### config.mk
export PLATFORM = sky130hd
export DESIGN_NAME = mps_serial_port
export DESIGN_NICKNAME = d
export VERILOG_FILES = /design/src/rtl/mps_pkg.sv /design/src/rtl/mps_serial_port.sv /design/src/rtl/mps_baud.sv /design/src/rtl/mps_buf2.sv
export VERILOG_INCLUDE_DIRS = /design/src /design/src/rtl
export SDC_FILE = /design/constraint.sdc
export NUM_CORES = 1
export LEC_CHECK = 0
export BUFFER_PORTS_ARGS = -buffer_cell sky130_fd_sc_hd__buf_2
export CORE_ASPECT_RATIO = 0.75
export CORE_MARGIN = 2
export CORE_UTILIZATION = 35
export CTS_CLUSTER_DIAMETER = 150
export DETAILED_ROUTE_END_ITERATION = 12
export HOLD_SLACK_MARGIN = 0.15
export SLEW_MARGIN = 30
export SYNTH_ARGS = -nofsm -noshare
export SYNTH_HDL_FRONTEND = slang
export SYNTH_HIERARCHICAL = 1
export SYNTH_SLANG_ARGS = --single-unit
export TNS_END_PERCENT = 30
### constraint.sdc
create_clock -name i_clk_sys -period 3.7 [get_ports i_clk_sys]
set_input_delay 0.555 -clock i_clk_sys [delete_from_list [all_inputs] [get_ports i_clk_sys]]
set_output_delay 0.555 -clock i_clk_sys [all_outputs]
set_load 0.01 [all_outputs]
### src/rtl/mps_consts.svh
// Constants of the multiprocessor serial port: offsets, resets, counts.
// Assumes inclusion by bare name from every design file.
`ifndef MPS_CONSTS_SVH
`define MPS_CONSTS_SVH
`define MPS_ADDR_CTRL 8'h98
`define MPS_ADDR_DATA 8'h99
`define MPS_CTRL_RST 8'h00
`define MPS_DATA_RST 8'h00
`define MPS_SYNC_LAST 4'hb
`define MPS_SYNC_RISE 4'h5
`define MPS_FIX_LAST_SLOW 2'h3
`define MPS_FIX_LAST_FAST 2'h1
`define MPS_OS_MID 4'h7
`define MPS_OS_LAST 4'hf
`define MPS_TXB_SYNC 4'h8
`define MPS_TXB_8 4'ha
`define MPS_TXB_9 4'hb
`define MPS_RXB_SYNC 4'h8
`define MPS_RXB_8 4'h9
`define MPS_RXB_9 4'ha
`define MPS_BUF_DEPTH 2'h2
`endif

### src/rtl/mps_pkg.sv
// Types of the multiprocessor serial port.
// Assumes nothing; used by every design file through scoped names.
package mps_pkg;
    typedef enum logic [1:0] {
        MPS_SYNC = 2'b00,
        MPS_ASYNC8 = 2'b01,
        MPS_FIX9 = 2'b10,
        MPS_VAR9 = 2'b11
    } mps_mode_t;
    // Control register layout, bit 7 first
    typedef struct packed {
        mps_mode_t mode;
        logic multiproc_enable;
        logic rx_enable;
        logic transmit_ninth;
        logic receive_ninth;
        logic transmit_done_flag;
        logic receive_done_flag;
    } mps_ctrl_t;
    // One queued transmit word
    typedef struct packed {
        logic ninth;
        logic [7:0] data;
    } mps_txw_t;
    typedef enum logic [1:0] {
        MPS_TX_IDLE = 2'b00,
        MPS_TX_ASYNC = 2'b01,
        MPS_TX_SYNC = 2'b10
    } mps_tx_state_t;
    typedef enum logic [1:0] {
        MPS_RX_IDLE = 2'b00,
        MPS_RX_START = 2'b01,
        MPS_RX_BITS = 2'b10,
        MPS_RX_SYNC = 2'b11
    } mps_rx_state_t;
endpackage : mps_pkg

### src/rtl/mps_serial_port.sv
// Four-mode serial port with multiprocessor ninth-bit addressing.
// Assumes an 8-bit special-function-register bus on the system clock,
// a timer overflow pulse on the same clock, and raw TX/RX pins.
`timescale 1ns/1ps
`include "mps_consts.svh"
module mps_serial_port (
    input wire logic i_clk_sys,
    input wire logic i_rst_n,
    input wire logic [7:0] i_sfr_addr,
    input wire logic i_sfr_wr,
    input wire logic [7:0] i_sfr_wdata,
    input wire logic i_sfr_rd,
    output logic [7:0] o_sfr_rdata,
    input wire logic i_timer_ovf,
    input wire logic i_double_rate,
    input wire logic i_port_int_en,
    input wire logic i_rx,
    output logic o_rx_out,
    output logic o_rx_oe,
    output logic o_tx,
    output logic o_port_irq,
    output logic o_tx_buf_ready
);
    mps_pkg::mps_ctrl_t ctl_reg;
    mps_pkg::mps_ctrl_t ctl_next;
    logic [7:0] rbuf_reg;
    logic [7:0] rbuf_next;
    logic [7:0] rdata_reg;
    logic [7:0] rdata_next;
    logic irq_reg;
    logic irq_next;
    mps_pkg::mps_tx_state_t tx_state_reg;
    mps_pkg::mps_tx_state_t tx_state_next;
    logic [10:0] tx_shift_reg;
    logic [10:0] tx_shift_next;
    logic [3:0] tx_bits_reg;
    logic [3:0] tx_bits_next;
    logic [3:0] tx_os_reg;
    logic [3:0] tx_os_next;
    logic tx_pop;
    logic tx_set_done;
    mps_pkg::mps_rx_state_t rx_state_reg;
    mps_pkg::mps_rx_state_t rx_state_next;
    logic [9:0] rx_shift_reg;
    logic [9:0] rx_shift_next;
    logic [3:0] rx_cnt_reg;
    logic [3:0] rx_cnt_next;
    logic [3:0] rx_os_reg;
    logic [3:0] rx_os_next;
    logic rx_s1_reg;
    logic rx_s2_reg;
    logic rx_prev_reg;
    logic rx_done;
    logic rx_gate;
    logic rx_accept;
    logic [7:0] frame_data;
    logic frame_ninth;
    logic os_tick;
    logic sync_tick;
    logic sync_rise;
    logic sync_high;
    logic buf_push;
    logic buf_valid;
    mps_pkg::mps_txw_t buf_in;
    mps_pkg::mps_txw_t buf_out;

    mps_baud u_baud (
        .i_clk_sys(i_clk_sys),
        .i_rst_n(i_rst_n),
        .i_mode(ctl_reg.mode),
        .i_double_rate(i_double_rate),
        .i_timer_ovf(i_timer_ovf),
        .o_os_tick(os_tick),
        .o_sync_tick(sync_tick),
        .o_sync_rise(sync_rise),
        .o_sync_high(sync_high)
    );

    // Holding buffer lets software queue a second byte while one shifts
    mps_buf2 u_txbuf (
        .i_clk_sys(i_clk_sys),
        .i_rst_n(i_rst_n),
        .i_valid(buf_push),
        .o_ready(o_tx_buf_ready),
        .i_data(buf_in),
        .o_valid(buf_valid),
        .i_ready(tx_pop),
        .o_data(buf_out)
    );

    // Transmit engine; sync mode waits for a shift-clock tick to start
    always_comb begin
        tx_state_next = tx_state_reg;
        tx_shift_next = tx_shift_reg;
        tx_bits_next = tx_bits_reg;
        tx_os_next = tx_os_reg;
        tx_pop = 1'b0;
        tx_set_done = 1'b0;
        case (tx_state_reg)
            mps_pkg::MPS_TX_IDLE: begin
                if (buf_valid && rx_state_reg != mps_pkg::MPS_RX_SYNC) begin
                    if (ctl_reg.mode == mps_pkg::MPS_SYNC) begin
                        if (sync_tick) begin
                            tx_pop = 1'b1;
                            tx_shift_next = {3'h7, buf_out.data};
                            tx_bits_next = `MPS_TXB_SYNC;
                            tx_state_next = mps_pkg::MPS_TX_SYNC;
                        end
                    end else if (ctl_reg.mode[1]) begin
                        tx_pop = 1'b1;
                        tx_shift_next = {1'b1, buf_out.ninth, buf_out.data, 1'b0};
                        tx_bits_next = `MPS_TXB_9;
                        tx_os_next = 4'h0;
                        tx_state_next = mps_pkg::MPS_TX_ASYNC;
                    end else begin
                        tx_pop = 1'b1;
                        tx_shift_next = {2'h3, buf_out.data, 1'b0};
                        tx_bits_next = `MPS_TXB_8;
                        tx_os_next = 4'h0;
                        tx_state_next = mps_pkg::MPS_TX_ASYNC;
                    end
                end
            end
            mps_pkg::MPS_TX_ASYNC: begin
                if (os_tick) begin
                    tx_os_next = tx_os_reg + 4'h1;
                    if (tx_os_reg == `MPS_OS_LAST) begin
                        tx_shift_next = {1'b1, tx_shift_reg[10:1]};
                        tx_bits_next = tx_bits_reg - 4'h1;
                        tx_set_done = (tx_bits_reg == 4'h2);
                        if (tx_bits_reg == 4'h1) begin
                            tx_state_next = mps_pkg::MPS_TX_IDLE;
                        end
                    end
                end
            end
            mps_pkg::MPS_TX_SYNC: begin
                if (sync_tick) begin
                    tx_shift_next = {1'b1, tx_shift_reg[10:1]};
                    tx_bits_next = tx_bits_reg - 4'h1;
                    if (tx_bits_reg == 4'h1) begin
                        tx_set_done = 1'b1;
                        tx_state_next = mps_pkg::MPS_TX_IDLE;
                    end
                end
            end
            default: tx_state_next = mps_pkg::MPS_TX_IDLE;
        endcase
    end

    // Receive engine; async start is checked again at mid-bit
    always_comb begin
        rx_state_next = rx_state_reg;
        rx_shift_next = rx_shift_reg;
        rx_cnt_next = rx_cnt_reg;
        rx_os_next = rx_os_reg;
        rx_done = 1'b0;
        case (rx_state_reg)
            mps_pkg::MPS_RX_IDLE: begin
                if (ctl_reg.mode == mps_pkg::MPS_SYNC) begin
                    if (!ctl_reg.receive_done_flag && sync_tick
                            && tx_state_reg == mps_pkg::MPS_TX_IDLE) begin
                        rx_state_next = mps_pkg::MPS_RX_SYNC;
                        rx_cnt_next = `MPS_RXB_SYNC;
                        rx_shift_next = 10'h000;
                    end
                end else if (rx_prev_reg && !rx_s2_reg) begin
                    rx_state_next = mps_pkg::MPS_RX_START;
                    rx_os_next = 4'h0;
                end
            end
            mps_pkg::MPS_RX_START: begin
                if (os_tick) begin
                    rx_os_next = rx_os_reg + 4'h1;
                    if (rx_os_reg == `MPS_OS_MID) begin
                        // A glitch shorter than half a bit is not a start
                        rx_state_next = rx_s2_reg ? mps_pkg::MPS_RX_IDLE : mps_pkg::MPS_RX_BITS;
                        rx_os_next = 4'h0;
                        rx_shift_next = 10'h000;
                        rx_cnt_next = ctl_reg.mode[1] ? `MPS_RXB_9 : `MPS_RXB_8;
                    end
                end
            end
            mps_pkg::MPS_RX_BITS: begin
                if (os_tick) begin
                    rx_os_next = rx_os_reg + 4'h1;
                    if (rx_os_reg == `MPS_OS_LAST) begin
                        rx_shift_next = {rx_s2_reg, rx_shift_reg[9:1]};
                        rx_cnt_next = rx_cnt_reg - 4'h1;
                        if (rx_cnt_reg == 4'h1) begin
                            rx_done = 1'b1;
                            rx_state_next = mps_pkg::MPS_RX_IDLE;
                        end
                    end
                end
            end
            mps_pkg::MPS_RX_SYNC: begin
                if (sync_rise) begin
                    rx_shift_next = {rx_s2_reg, rx_shift_reg[9:1]};
                    rx_cnt_next = rx_cnt_reg - 4'h1;
                    if (rx_cnt_reg == 4'h1) begin
                        rx_done = 1'b1;
                        rx_state_next = mps_pkg::MPS_RX_IDLE;
                    end
                end
            end
            default: rx_state_next = mps_pkg::MPS_RX_IDLE;
        endcase
        if (!ctl_reg.rx_enable) begin
            rx_state_next = mps_pkg::MPS_RX_IDLE;
        end
    end

    // Frame unpacking and multiprocessor gating per mode
    always_comb begin
        case (ctl_reg.mode)
            mps_pkg::MPS_SYNC: begin
                frame_data = rx_shift_next[9:2];
                frame_ninth = ctl_reg.receive_ninth;
                rx_gate = 1'b1;
            end
            mps_pkg::MPS_ASYNC8: begin
                frame_data = rx_shift_next[8:1];
                frame_ninth = rx_shift_next[9];
                rx_gate = !ctl_reg.multiproc_enable || rx_shift_next[9];
            end
            default: begin
                frame_data = rx_shift_next[7:0];
                frame_ninth = rx_shift_next[8];
                rx_gate = !ctl_reg.multiproc_enable || rx_shift_next[8];
            end
        endcase
        rx_accept = rx_done && rx_gate && !ctl_reg.receive_done_flag;
    end

    // Register file; hardware flag set wins over a same-cycle software clear
    always_comb begin
        ctl_next = ctl_reg;
        rbuf_next = rbuf_reg;
        rdata_next = rdata_reg;
        buf_push = i_sfr_wr && (i_sfr_addr == `MPS_ADDR_DATA);
        buf_in = '{ninth: ctl_reg.transmit_ninth, data: i_sfr_wdata};
        if (i_sfr_wr && i_sfr_addr == `MPS_ADDR_CTRL) begin
            ctl_next = mps_pkg::mps_ctrl_t'(i_sfr_wdata);
        end
        if (tx_set_done) begin
            ctl_next.transmit_done_flag = 1'b1;
        end
        if (rx_accept) begin
            ctl_next.receive_done_flag = 1'b1;
            ctl_next.receive_ninth = frame_ninth;
            rbuf_next = frame_data;
        end
        if (i_sfr_rd) begin
            case (i_sfr_addr)
                `MPS_ADDR_CTRL: rdata_next = ctl_reg;
                `MPS_ADDR_DATA: rdata_next = rbuf_reg;
                default: rdata_next = 8'h00;
            endcase
        end
        irq_next = i_port_int_en
            && (ctl_reg.transmit_done_flag || ctl_reg.receive_done_flag);
    end

    always_ff @(posedge i_clk_sys or negedge i_rst_n) begin
        if (!i_rst_n) begin
            ctl_reg <= `MPS_CTRL_RST;
            rbuf_reg <= `MPS_DATA_RST;
            rdata_reg <= 8'h00;
            irq_reg <= 1'b0;
            tx_state_reg <= mps_pkg::MPS_TX_IDLE;
            tx_shift_reg <= 11'h7ff;
            tx_bits_reg <= 4'h0;
            tx_os_reg <= 4'h0;
            rx_state_reg <= mps_pkg::MPS_RX_IDLE;
            rx_shift_reg <= 10'h000;
            rx_cnt_reg <= 4'h0;
            rx_os_reg <= 4'h0;
            rx_s1_reg <= 1'b1;
            rx_s2_reg <= 1'b1;
            rx_prev_reg <= 1'b1;
        end else begin
            ctl_reg <= ctl_next;
            rbuf_reg <= rbuf_next;
            rdata_reg <= rdata_next;
            irq_reg <= irq_next;
            tx_state_reg <= tx_state_next;
            tx_shift_reg <= tx_shift_next;
            tx_bits_reg <= tx_bits_next;
            tx_os_reg <= tx_os_next;
            rx_state_reg <= rx_state_next;
            rx_shift_reg <= rx_shift_next;
            rx_cnt_reg <= rx_cnt_next;
            rx_os_reg <= rx_os_next;
            rx_s1_reg <= i_rx;
            rx_s2_reg <= rx_s1_reg;
            rx_prev_reg <= rx_s2_reg;
        end
    end

    // Pins: sync mode puts data open-drain on RX and the shift clock on TX
    always_comb begin
        o_sfr_rdata = rdata_reg;
        o_port_irq = irq_reg;
        o_rx_out = 1'b0;
        o_rx_oe = (tx_state_reg == mps_pkg::MPS_TX_SYNC) && !tx_shift_reg[0];
        if (tx_state_reg == mps_pkg::MPS_TX_SYNC || rx_state_reg == mps_pkg::MPS_RX_SYNC) begin
            o_tx = sync_high;
        end else begin
            o_tx = tx_shift_reg[0];
        end
    end

    logic tx9_seen_reg;
    always_ff @(posedge i_clk_sys or negedge i_rst_n) begin
        if (!i_rst_n) begin
            tx9_seen_reg <= 1'b0;
        end else if (tx_pop) begin
            tx9_seen_reg <= buf_out.ninth;
        end
    end
endmodule : mps_serial_port

### src/rtl/mps_baud.sv
// Rate enables for the serial port: sync shift clock and 16x oversample tick.
// Assumes a timer overflow pulse on the system clock from the timer block.
`timescale 1ns/1ps
`include "mps_consts.svh"
module mps_baud (
    input wire logic i_clk_sys,
    input wire logic i_rst_n,
    input wire mps_pkg::mps_mode_t i_mode,
    input wire logic i_double_rate,
    input wire logic i_timer_ovf,
    output logic o_os_tick,
    output logic o_sync_tick,
    output logic o_sync_rise,
    output logic o_sync_high
);
    logic [3:0] sync_cnt_reg;
    logic [3:0] sync_cnt_next;
    logic [1:0] pre_cnt_reg;
    logic [1:0] pre_cnt_next;
    logic [1:0] pre_last;
    logic ovf_half_reg;
    logic ovf_half_next;

    // Divide by twelve for sync, by 2 or 4 for fixed rate, halve overflows at normal rate
    always_comb begin
        pre_last = i_double_rate ? `MPS_FIX_LAST_FAST : `MPS_FIX_LAST_SLOW;
        sync_cnt_next = (sync_cnt_reg == `MPS_SYNC_LAST) ? 4'h0 : sync_cnt_reg + 4'h1;
        pre_cnt_next = (pre_cnt_reg >= pre_last) ? 2'h0 : pre_cnt_reg + 2'h1;
        ovf_half_next = i_timer_ovf ? ~ovf_half_reg : ovf_half_reg;
        if (i_mode == mps_pkg::MPS_FIX9) begin
            o_os_tick = (pre_cnt_reg >= pre_last);
        end else begin
            // Double rate passes every overflow: clock / (16 * (256 - reload))
            o_os_tick = i_timer_ovf && (i_double_rate || ovf_half_reg);
        end
        o_sync_tick = (sync_cnt_reg == `MPS_SYNC_LAST);
        o_sync_rise = (sync_cnt_reg == `MPS_SYNC_RISE);
        o_sync_high = (sync_cnt_reg > `MPS_SYNC_RISE);
    end

    // Dividers free-run; phase alignment is taken at frame start
    always_ff @(posedge i_clk_sys or negedge i_rst_n) begin
        if (!i_rst_n) begin
            sync_cnt_reg <= 4'h0;
            pre_cnt_reg <= 2'h0;
            ovf_half_reg <= 1'b0;
        end else begin
            sync_cnt_reg <= sync_cnt_next;
            pre_cnt_reg <= pre_cnt_next;
            ovf_half_reg <= ovf_half_next;
        end
    end
endmodule : mps_baud

### src/rtl/mps_buf2.sv
// Two-entry transmit holding buffer with valid/ready on both sides.
// Assumes source and sink share the system clock.
`timescale 1ns/1ps
`include "mps_consts.svh"
module mps_buf2 (
    input wire logic i_clk_sys,
    input wire logic i_rst_n,
    input wire logic i_valid,
    output logic o_ready,
    input wire mps_pkg::mps_txw_t i_data,
    output logic o_valid,
    input wire logic i_ready,
    output mps_pkg::mps_txw_t o_data
);
    mps_pkg::mps_txw_t mem_reg [2];
    mps_pkg::mps_txw_t mem_next [2];
    logic wr_ptr_reg;
    logic wr_ptr_next;
    logic rd_ptr_reg;
    logic rd_ptr_next;
    logic [1:0] cnt_reg;
    logic [1:0] cnt_next;
    logic push;
    logic pop;

    // Pointer and count update; full refuses, empty withholds
    always_comb begin
        o_ready = (cnt_reg != `MPS_BUF_DEPTH);
        o_valid = (cnt_reg != 2'h0);
        o_data = mem_reg[rd_ptr_reg];
        push = i_valid && o_ready;
        pop = o_valid && i_ready;
        mem_next = mem_reg;
        if (push) begin
            mem_next[wr_ptr_reg] = i_data;
        end
        wr_ptr_next = push ? ~wr_ptr_reg : wr_ptr_reg;
        rd_ptr_next = pop ? ~rd_ptr_reg : rd_ptr_reg;
        cnt_next = cnt_reg + {1'b0, push} - {1'b0, pop};
    end

    always_ff @(posedge i_clk_sys or negedge i_rst_n) begin
        if (!i_rst_n) begin
            mem_reg[0] <= '0;
            mem_reg[1] <= '0;
            wr_ptr_reg <= 1'b0;
            rd_ptr_reg <= 1'b0;
            cnt_reg <= 2'h0;
        end else begin
            mem_reg <= mem_next;
            wr_ptr_reg <= wr_ptr_next;
            rd_ptr_reg <= rd_ptr_next;
            cnt_reg <= cnt_next;
        end
    end
endmodule : mps_buf2

==> results of run 1 <==
## cell usage after synthesis, types with 4 or more instances
library cell	instances	area, µm²
a211o_1	5	43.8
a21o_1	6	45.0
a21oi_1	29	145
a22o_1	5	43.8
a22oi_1	6	45.0
a32oi_1	4	35.0
and2_1	4	25.0
and3_1	5	31.3
buf_2	6	30.0
clkbuf_1	12	45.0
dfrtp_1	84	2100
dfstp_2	13	342
ha_1	20	250
inv_1	29	109
mux2_2	33	372
mux2i_1	13	130
nand2_1	62	233
nand2b_1	5	31.3
nand3_1	10	50.1
nor2_1	21	78.8
nor2b_1	6	37.5
nor3_1	8	40.0
o211ai_1	4	30.0
o21ai_0	52	260
o22a_1	7	61.3
o22ai_1	11	68.8
## final timing paths
kind                                                       from                           to  slack [ns]
worst max-delay path            u_baud/pre_cnt_reg[1]$_DFF_PN0_      rbuf_reg[5]$_DFFE_PN0P_        0.83
worst min register to register              rx_s1_reg$_DFF_PN1_          rx_s2_reg$_DFF_PN1_        0.36
worst min-delay path                                    i_rst_n    rx_cnt_reg[2]$_DFFE_PN0P_        0.22
max in group asynchronous                               i_rst_n  tx_shift_reg[3]$_DFFE_PN1P_        2.62
worst max register to register  u_baud/pre_cnt_reg[1]$_DFF_PN0_      rbuf_reg[5]$_DFFE_PN0P_        0.83
min in group i_clk_sys                                     i_rx          rx_s1_reg$_DFF_PN1_        0.31
## worst reg2reg max path: stages (launching register included)
cell	delay (ns)
dfrtp_1	0.39
ha_1	0.28
a21oi_1	0.18
mux2i_1	0.16
o21ba_1	0.32
a221oi_4	0.06
a21oi_1	0.63
a32oi_1	0.25
a211o_1	0.36
a31oi_1	0.15
## layout make-up
type / instances / area (µm²)
sequential: 97 / 2440
tap: 200 / 250
clock inverter: 5 / 45.0
inverter: 30 / 113
clock buffer: 11 / 253
timing repair buffer: 39 / 208
multi-input combinational: 377 / 2590
fill: 1446 / 8690
## metal layers
metal / wire length (µm) / vias to the layer above / part of all wire [%] / GRT usage (%)
met5: 0 / - / 0 / 0
met4: 76 / 0 / 0.63 / 3.92
met3: 549 / 7 / 4.6 / 3.33
met2: 5410 / 78 / 45 / 24.5
met1: 5930 / 1936 / 50 / 22.3
li1: - / 1948 / - / -
## report_power, final
part	switching (mW)	internal (mW)	total (mW)
Clock	0.430	0.505	0.935
Sequential	0.116	1.22	1.34
Combinational	0.350	0.221	0.570
Total	0.896	1.95	2.85
## cell families (layout without fill, tap and decap cells)
kind of cell | count (synthesis) | count (layout)
other | 1 | 1
and+or+nand+nor | 149 | 149
xor gates and xnor gates | 4 | 4
AOI/OAI and AO/OA | 157 | 157
DFF | 97 | 97
buffers and inverters | 53 | 85
adders and majority gates | 20 | 20
muxes | 46 | 46
## metrics by stage
| stage | instance area [µm²] | total power, mW | util, % | worst slack, ns |
|---|---|---|---|---|
| 2_1_floorplan | 5270 | 1.76 | - | 1.20 |
| 3_3_place_gp | 5610 | 1.90 | 38.4 | 0.649 |
| 3_5_place_dp | 5610 | 1.93 | 38.4 | 0.533 |
| 4_1_cts | 5900 | 2.88 | 40.5 | 0.830 |
| 5_1_grt | 5900 | 3.04 | 40.5 | 0.540 |
| 6_report | 5900 | 2.85 | 40.5 | 0.832 |
==> flow_metrics.py, run 1 <==
metrics = {
    "detailed_routing": {
        "drtIter0Drc": 264,
        "drtAntennaViolNets": 0,
        "drc": 0,
        "wl_per_cell_um": 15.8,
        "vias_per_cell": 5.23,
        "drtPass1Iterations": 4,
        "vias": 3969,
        "wirelength_mm": 12.0,
    },
    "setup_path": {
        "crit_required_ns": 3.97,
        "critPathTopFamily": "compound AO/OA/AOI/OAI gates",
        "cp_common_cell": "a21oi_1",
        "path_buf_inv": 0,
        "crit_path_top_delay_cell": "a21oi_1",
        "crit_cells": 9,
        "start_kind": "register",
        "crit_arrival_ns": 3.14,
        "max_stage_delay_ns": 0.63,
        "end_kind": "register",
        "crit_type": "register to register",
        "path_cells": "ha_1 -> a21oi_1 -> mux2i_1 -> o21ba_1 -> a221oi_4 -> a21oi_1 -> a32oi_1 -> a211o_1 -> a31oi_1",
        "reg2reg_depth": 9,
        "path_max_fanout": 11,
    },
    "sta": {
        "tightest_slew_ns": 0.777,
        "min_period_ns": 2.87,
        "holdWs_ns": 0.221,
        "max_freq_mhz": 349,
        "fin_skew_ns": 0.00873,
        "finalCritPeriodShare_pct": 77.5,
        "drv_slew": 0,
        "setup_viol": 0,
        "report.final.hold_viol_count": 0,
        "slew_headroom_pct": 48.2,
        "tns_ns": 0,
        "rsz0062_at_grt": "false",
    },
    "grt": {
        "overflow": 0,
        "grt_usage_pct": 15.6,
        "grt_start_max_net_pins": 49,
        "antenna_found_initial": 0,
        "grt_pass1_wl_mm": 20.0,
        "grt_pass1_vias": 3877,
    },
    "clock_tree": {
        "post_cts_buffers": 0,
        "cts_hold_repair.buffers": 0,
        "cts_buffers": 9,
        "cts_htree_levels": 3,
        "clkTransAtPathRegs_ns": 0.07,
        "clock-sinks": 97,
        "cts-root-buf": "clkbuf_16",
        "cts.path.max_buffers": 2,
        "cts_resized": 0,
        "clk_latency_ns": 0.35,
        "cts_tree": "done",
    },
    "place": {
        "gp_congestion": 0.841,
        "dp_cells": 743,
        "dp_hpwl_mm": 8.69,
        "port-buffer-count": 35,
    },
    "final_layout": {
        "final_common_cell": "dfrtp_1",
        "layoutNonFillerInstCount": 759,
        "fin_nets": 598,
        "area_delta_synth_final_pct": 12.0,
        "diodes": 0,
        "final_cell_mix": "dfrtp_1, nand2_1, o21ai_0",
        "largest_register_ffs": 18,
        "drive_gt1_share_pct": 20.8,
    },
    "floorplanning": {
        "start_util_pct": 36.1,
        "core_area_mm2": 0.0146,
        "die_x_um": 146,
        "pin_count": 37,
        "rows": 38,
        "die_h_um": 110,
        "die-area_mm2": 0.0161,
    },
    "min_path": {
        "hold_class": "primary input to async pin",
    },
    "logic_synthesis": {
        "synth_cells": 527,
        "syn_area_per_cell_um2": 10.0,
        "yosysSeqAreaShare_pct": 46.3,
        "synthFlopType": "dfrtp_1",
        "syn_nets": 571,
        "synth_cell_types": 67,
        "synthMuxAreaShare_pct": 9.52,
        "synth_top_family_by_area": "compound AO/OA/AOI/OAI gates",
        "synth-edff-count": 0,
        "ys_async_sr_fraction_pct": 100,
        "synth_area_mm2": 0.00527,
        "synth_compound_area_share_pct": 19.7,
        "yosysWarnings": 6,
        "ys_ff_latch": 97,
        "synthXorXnorAreaFrac_pct": 0.664,
        "synthSimpleGateAreaFrac_pct": 14.5,
        "synthAdderAreaFrac_pct": 4.75,
    },
    "run": {
        "drv_cap": 0,
    },
    "pwr": {
        "irDropWorstVdd_uv": 250,
        "pwr_density_cell_mw_per_mm2": 482,
        "p_leak_nw": 2.68,
    },
    "run_status": {
        "outcome": "complete, no violations",
    },
}
Note: power is estimated with default switching activity, not from simulation.
==> inputs of run 2 (changes only) <==
==> constraint.sdc (replaced) <==
create_clock -name i_clk_sys -period 2.3 [get_ports i_clk_sys]
set_input_delay 0.345 -clock i_clk_sys [delete_from_list [all_inputs] [get_ports i_clk_sys]]
set_output_delay 0.345 -clock i_clk_sys [all_outputs]
set_load 0.01 [all_outputs]
==> flow_metrics.py, run 2 (same netlist as run 1, synthesis figures left out) <==
metrics = {
    "setup_path": {
        "crit_arrival_ns": 2.62,
        "crit_required_ns": 2.54,
        "end_kind": "register",
        "path_max_fanout": 8,
        "crit_type": "register to register",
        "reg2reg_depth": 10,
        "start_kind": "register",
    },
    "detailed_routing": {
        "drc": 0,
        "vias": 4225,
        "drtAntennaViolNets": 0,
        "drtIter0Drc": 265,
        "wirelength_mm": 12.7,
        "wl_per_cell_um": 15.8,
        "drtPass1Iterations": 4,
        "vias_per_cell": 5.25,
    },
    "grt": {
        "grt_usage_pct": 16.7,
        "overflow": 0,
        "grt_start_max_net_pins": 47,
        "grt_pass1_wl_mm": 21.3,
        "antenna_found_initial": 0,
        "grt_pass1_vias": 4207,
    },
    "sta": {
        "max_freq_mhz": 419,
        "fin_skew_ns": 0.00625,
        "report.final.hold_viol_count": 0,
        "min_period_ns": 2.39,
        "finalCritPeriodShare_pct": 104,
        "rsz0062_at_grt": "true",
        "drv_slew": 0,
        "setup_viol": 8,
        "fin_ws_ns": -0.0856,
    },
    "final_layout": {
        "drive_gt1_share_pct": 30.1,
        "final_cell_mix": "dfrtp_1, nand2_1, o21ai_0",
        "final_common_cell": "dfrtp_1",
        "area_delta_synth_final_pct": 21.2,
        "diodes": 0,
        "largest_register_ffs": 18,
        "final_core_util_pct": 43.8,
        "fin_nets": 643,
    },
    "floorplanning": {
        "die_x_um": 146,
        "die-area_mm2": 0.0161,
        "rows": 38,
        "die_h_um": 110,
        "pin_count": 37,
        "core_area_mm2": 0.0146,
        "start_util_pct": 36.1,
    },
    "clock_tree": {
        "clkTransAtPathRegs_ns": 0.07,
        "cts_htree_levels": 3,
        "cts_tree": "done",
        "cts-root-buf": "clkbuf_16",
        "clk_latency_ns": 0.35,
        "cts_buffers": 9,
        "clock-sinks": 97,
        "cts.path.max_buffers": 2,
    },
    "run": {
        "drv_cap": 0,
    },
    "place": {
        "port-buffer-count": 35,
        "gp_congestion": 0.852,
        "dpl_worst_slack_ns": -0.255,
        "dp_hpwl_mm": 9.19,
    },
    "min_path": {
        "worstHoldPathCells": 2,
        "hold_class": "primary input to register",
    },
    "pwr": {
        "pwr_density_cell_mw_per_mm2": 732,
        "irDropWorstVdd_uv": 399,
        "p_leak_nw": 2.93,
    },
    "run_status": {
        "violations": "setup timing",
        "outcome": "finished, violations left",
    },
}
## run 2: layout make-up
class / instances / area (µm²)
fill: 1411 / 8210
sequential: 97 / 2440
inverter: 30 / 113
multi-input combinational: 377 / 2710
clock inverter: 7 / 61.3
tap: 200 / 250
clock buffer: 9 / 225
timing repair buffer: 84 / 592
## run 2: timing repair
action                     in CTS  in global routing
pin swaps                      13                  9
hold buffers                    2                  0
hold endpoints to repair       28                  0
resized for setup              13                 19
gates cloned                    0                  0
setup endpoints to repair      11                 28
buffers inserted                0                  2
## run 2: through the flow
step / hold WS [ns] / TNS, ns / cell area, µm² / std cells / total power, mW
4_1_cts: 0.175 / -0.566 / 6320 / 802 / 4.70
5_1_grt: 0.175 / -1.58 / 6390 / 804 / 4.97
6_report: 0.189 / -0.538 / 6390 / 804 / 4.68
2_1_floorplan: 0.0494 / -0.0127 / 5270 / 527 / 2.84
3_5_place_dp: 0.303 / -2.44 / 5950 / 784 / 3.19
3_3_place_gp: 0.306 / -1.79 / 5950 / 784 / 3.15
## run 2: per-layer routing
metal | global-route usage (%) | wire, µm | vias to the layer above
met2 | 27.1 | 5880 | 77
li1 | - | - | 2046
met1 | 22.9 | 6110 | 2094
met3 | 3.54 | 584 | 8
met5 | 0 | 0 | -
met4 | 4.55 | 119 | 0
## run 2: worst paths after layout
| check | start | end | slack [ns] |
|---|---|---|---|
| min in group asynchronous | i_rst_n | rx_shift_reg[6]$_DFF_PN0_ | 0.47 |
| worst max-delay path | u_baud/pre_cnt_reg[1]$_DFF_PN0_ | rbuf_reg[7]$_DFFE_PN0P_ | -0.09 |
| max in group asynchronous | i_rst_n | u_txbuf/wr_ptr_reg$_DFFE_PN0P_ | 1.16 |
| worst min-delay path | i_timer_ovf | u_baud/ovf_half_reg$_DFFE_PN0P_ | 0.19 |
| worst max register to register | u_baud/pre_cnt_reg[1]$_DFF_PN0_ | rbuf_reg[7]$_DFFE_PN0P_ | -0.09 |
| worst min register to register | rx_s1_reg$_DFF_PN1_ | rx_s2_reg$_DFF_PN1_ | 0.36 |
## run 2: report_power, final
| group | switching, mW | internal (mW) |
|---|---|---|
| sequential | 0.181 | 1.97 |
| clock | 0.703 | 0.757 |
| combinational | 0.606 | 0.466 |
## run 2: critical path, cell delays in order (launching register included)
cell	delay [ns]
dfrtp_1	0.38
ha_1	0.29
a21oi_2	0.05
mux2i_1	0.17
o21ba_4	0.19
a221oi_4	0.32
a21oi_2	0.15
buf_6	0.17
a21o_1	0.19
a22o_1	0.22
o22a_1	0.15
==> inputs of run 3 (changes only) <==
--- a/config.mk
+++ b/config.mk
@@ -7,8 +7,8 @@
 export NUM_CORES = 1
 export LEC_CHECK = 0
 export BUFFER_PORTS_ARGS = -buffer_cell sky130_fd_sc_hd__buf_2
+export CAP_MARGIN = 0
 export CORE_ASPECT_RATIO = 0.75
-export CORE_MARGIN = 2
 export CORE_UTILIZATION = 35
 export CTS_CLUSTER_DIAMETER = 150
 export DETAILED_ROUTE_END_ITERATION = 12
==> flow_metrics.py, run 3 (same netlist as run 1, synthesis figures left out) <==
metrics = {
    "run": {
        "drv_cap": 0,
    },
    "sta": {
        "max_freq_mhz": 418,
        "fin_ws_ns": -0.0949,
        "drv_slew": 0,
        "report.final.hold_viol_count": 0,
        "fin_skew_ns": 0.0108,
        "holdWs_ns": 0.187,
        "min_period_ns": 2.39,
        "rsz0062_at_grt": "true",
        "finalCritPeriodShare_pct": 104,
        "setup_viol": 10,
    },
    "setup_path": {
        "crit_type": "register to register",
        "crit_required_ns": 2.53,
        "end_kind": "register",
        "start_kind": "register",
        "path_max_fanout": 15,
        "crit_arrival_ns": 2.63,
    },
    "grt": {
        "antenna_found_initial": 0,
        "grt_start_max_net_pins": 64,
        "grt_pass1_vias": 4140,
        "overflow": 0,
        "grt_usage_pct": 17.3,
        "grt_pass1_wl_mm": 20.8,
    },
    "place": {
        "dp_hpwl_mm": 9.37,
        "gp_congestion": 0.850,
        "port-buffer-count": 35,
    },
    "detailed_routing": {
        "top_layer": "met4",
        "drtPass1Iterations": 5,
        "drtAntennaViolNets": 0,
        "wl_per_cell_um": 15.7,
        "wirelength_mm": 12.9,
        "wl_met2_mm": 6.02,
        "wl_met1_mm": 6.15,
        "drtIter0Drc": 278,
        "drc": 0,
        "vias": 4268,
        "vias_per_cell": 5.21,
        "wl_met3_um": 586,
    },
    "floorplanning": {
        "pin_count": 37,
        "rows": 38,
        "die_h_um": 108,
        "die_x_um": 144,
        "start_util_pct": 36.1,
        "core_area_mm2": 0.0146,
        "die-area_mm2": 0.0156,
    },
    "pwr": {
        "pwr_density_cell_mw_per_mm2": 739,
        "irDropWorstVdd_uv": 358,
        "p_leak_nw": 3.01,
    },
    "final_layout": {
        "final_common_cell": "dfrtp_1",
        "final_core_util_pct": 44.6,
        "final_cell_mix": "dfrtp_1, nand2_1, buf_4",
        "diodes": 0,
        "fillers": 1386,
        "fin_nets": 658,
        "area_delta_synth_final_pct": 23.4,
        "drive_gt1_share_pct": 30.5,
        "largest_register_ffs": 18,
    },
    "clock_tree": {
        "cts_buffers": 9,
        "clock-sinks": 97,
        "cts-root-buf": "clkbuf_16",
        "cts_tree": "done",
        "clkTransAtPathRegs_ns": 0.07,
        "cts_htree_levels": 3,
        "clk_latency_ns": 0.35,
        "cts.path.max_buffers": 2,
    },
    "run_status": {
        "violations": "setup timing",
        "outcome": "finished, violations left",
    },
    "min_path": {
        "hold_class": "primary input to register",
    },
}
==> run 3: cell count changes in the layout (fill, tap and decap cells not counted), sizes merged <==
| cell | previous run | this run |
|---|---|---|
| buf | 82 | 97 |
| clkbuf | 9 | 11 |
| inv | 34 | 32 |
| bufinv | 0 | 1 |
| clkinv | 2 | 1 |
==> run 3: worst paths after layout <==
check	startpoint	endpoint	slack (ns)	cells after the start
setup / recovery	u_baud/pre_cnt_reg[1]$_DFF_PN0_	rbuf_reg[6]$_DFFE_PN0P_	-0.09	11
hold / removal	i_timer_ovf	u_baud/ovf_half_reg$_DFFE_PN0P_	0.19	2
setup reg to reg	u_baud/pre_cnt_reg[1]$_DFF_PN0_	rbuf_reg[6]$_DFFE_PN0P_	-0.09	11
hold reg to reg	rx_s1_reg$_DFF_PN1_	rx_s2_reg$_DFF_PN1_	0.36	0
max in group asynchronous	i_rst_n	tx_shift_reg[0]$_DFFE_PN1P_	1.09	3
min in group asynchronous	i_rst_n	ctl_reg[2]$_DFFE_PN0P_	0.50	2
==> run 3: where the power goes <==
group | internal (mW) | switching, mW | total, mW
clock network | 0.880 | 0.665 | 1.54
registers | 1.97 | 0.172 | 2.14
logic | 0.491 | 0.638 | 1.13
==> run 3: per-stage QoR <==
| step | setup TNS (ns) | cell area (µm²) | total power [mW] | setup slack [ns] | instances |
|---|---|---|---|---|---|
| final | -0.666 | 6510 | 4.81 | -0.0949 | 819 |
| after global routing | -2.11 | 6510 | 5.08 | -0.254 | 819 |
| after CTS | -0.998 | 6430 | 4.82 | -0.120 | 817 |
| after global placement | -1.84 | 6050 | 3.18 | -0.233 | 797 |
| after floorplan | -0.0127 | 5270 | 2.84 | -0.00846 | 527 |
| after detailed placement | -2.49 | 6050 | 3.24 | -0.300 | 797 |
==> run 3: layer usage <==
layer / vias to the layer above / GRT usage (%)
met2: 105 / 27.3
li1: 2073 / -
met5: - / 0
met3: 10 / 4.12
met4: 0 / 4.48
met1: 2080 / 23.9
==> run 3: timing repair <==
item                                   CTS  global route
endpoints found under the hold margin   35             0
setup endpoints to repair               10            25
buffers inserted                         2             3
hold buffers                             2             0
pin swaps                               12             3
resized for setup                       10            22
==> run 3: cell type report <==
cell class	instances	area, µm²	share of cell area (%)
multi-input cells	377	2680	41.2
flip-flops and latches	97	2440	37.5
repair buffers	99	716	11.0
well taps	200	250	3.84
clock buffers	11	243	3.73
inverters	30	113	1.73
clock inverters	5	60.1	0.923
==> run 3: worst max-delay path: stages (launching register included) <==
cell     delay, ns
dfrtp_1       0.38
ha_1          0.29
a21oi_2       0.06
mux2i_1       0.17
buf_4         0.17
nand2_2       0.09
o21a_4        0.22
nor3_4        0.18
o31a_1        0.28
buf_12        0.17
o21ai_0       0.08
o22a_1        0.19
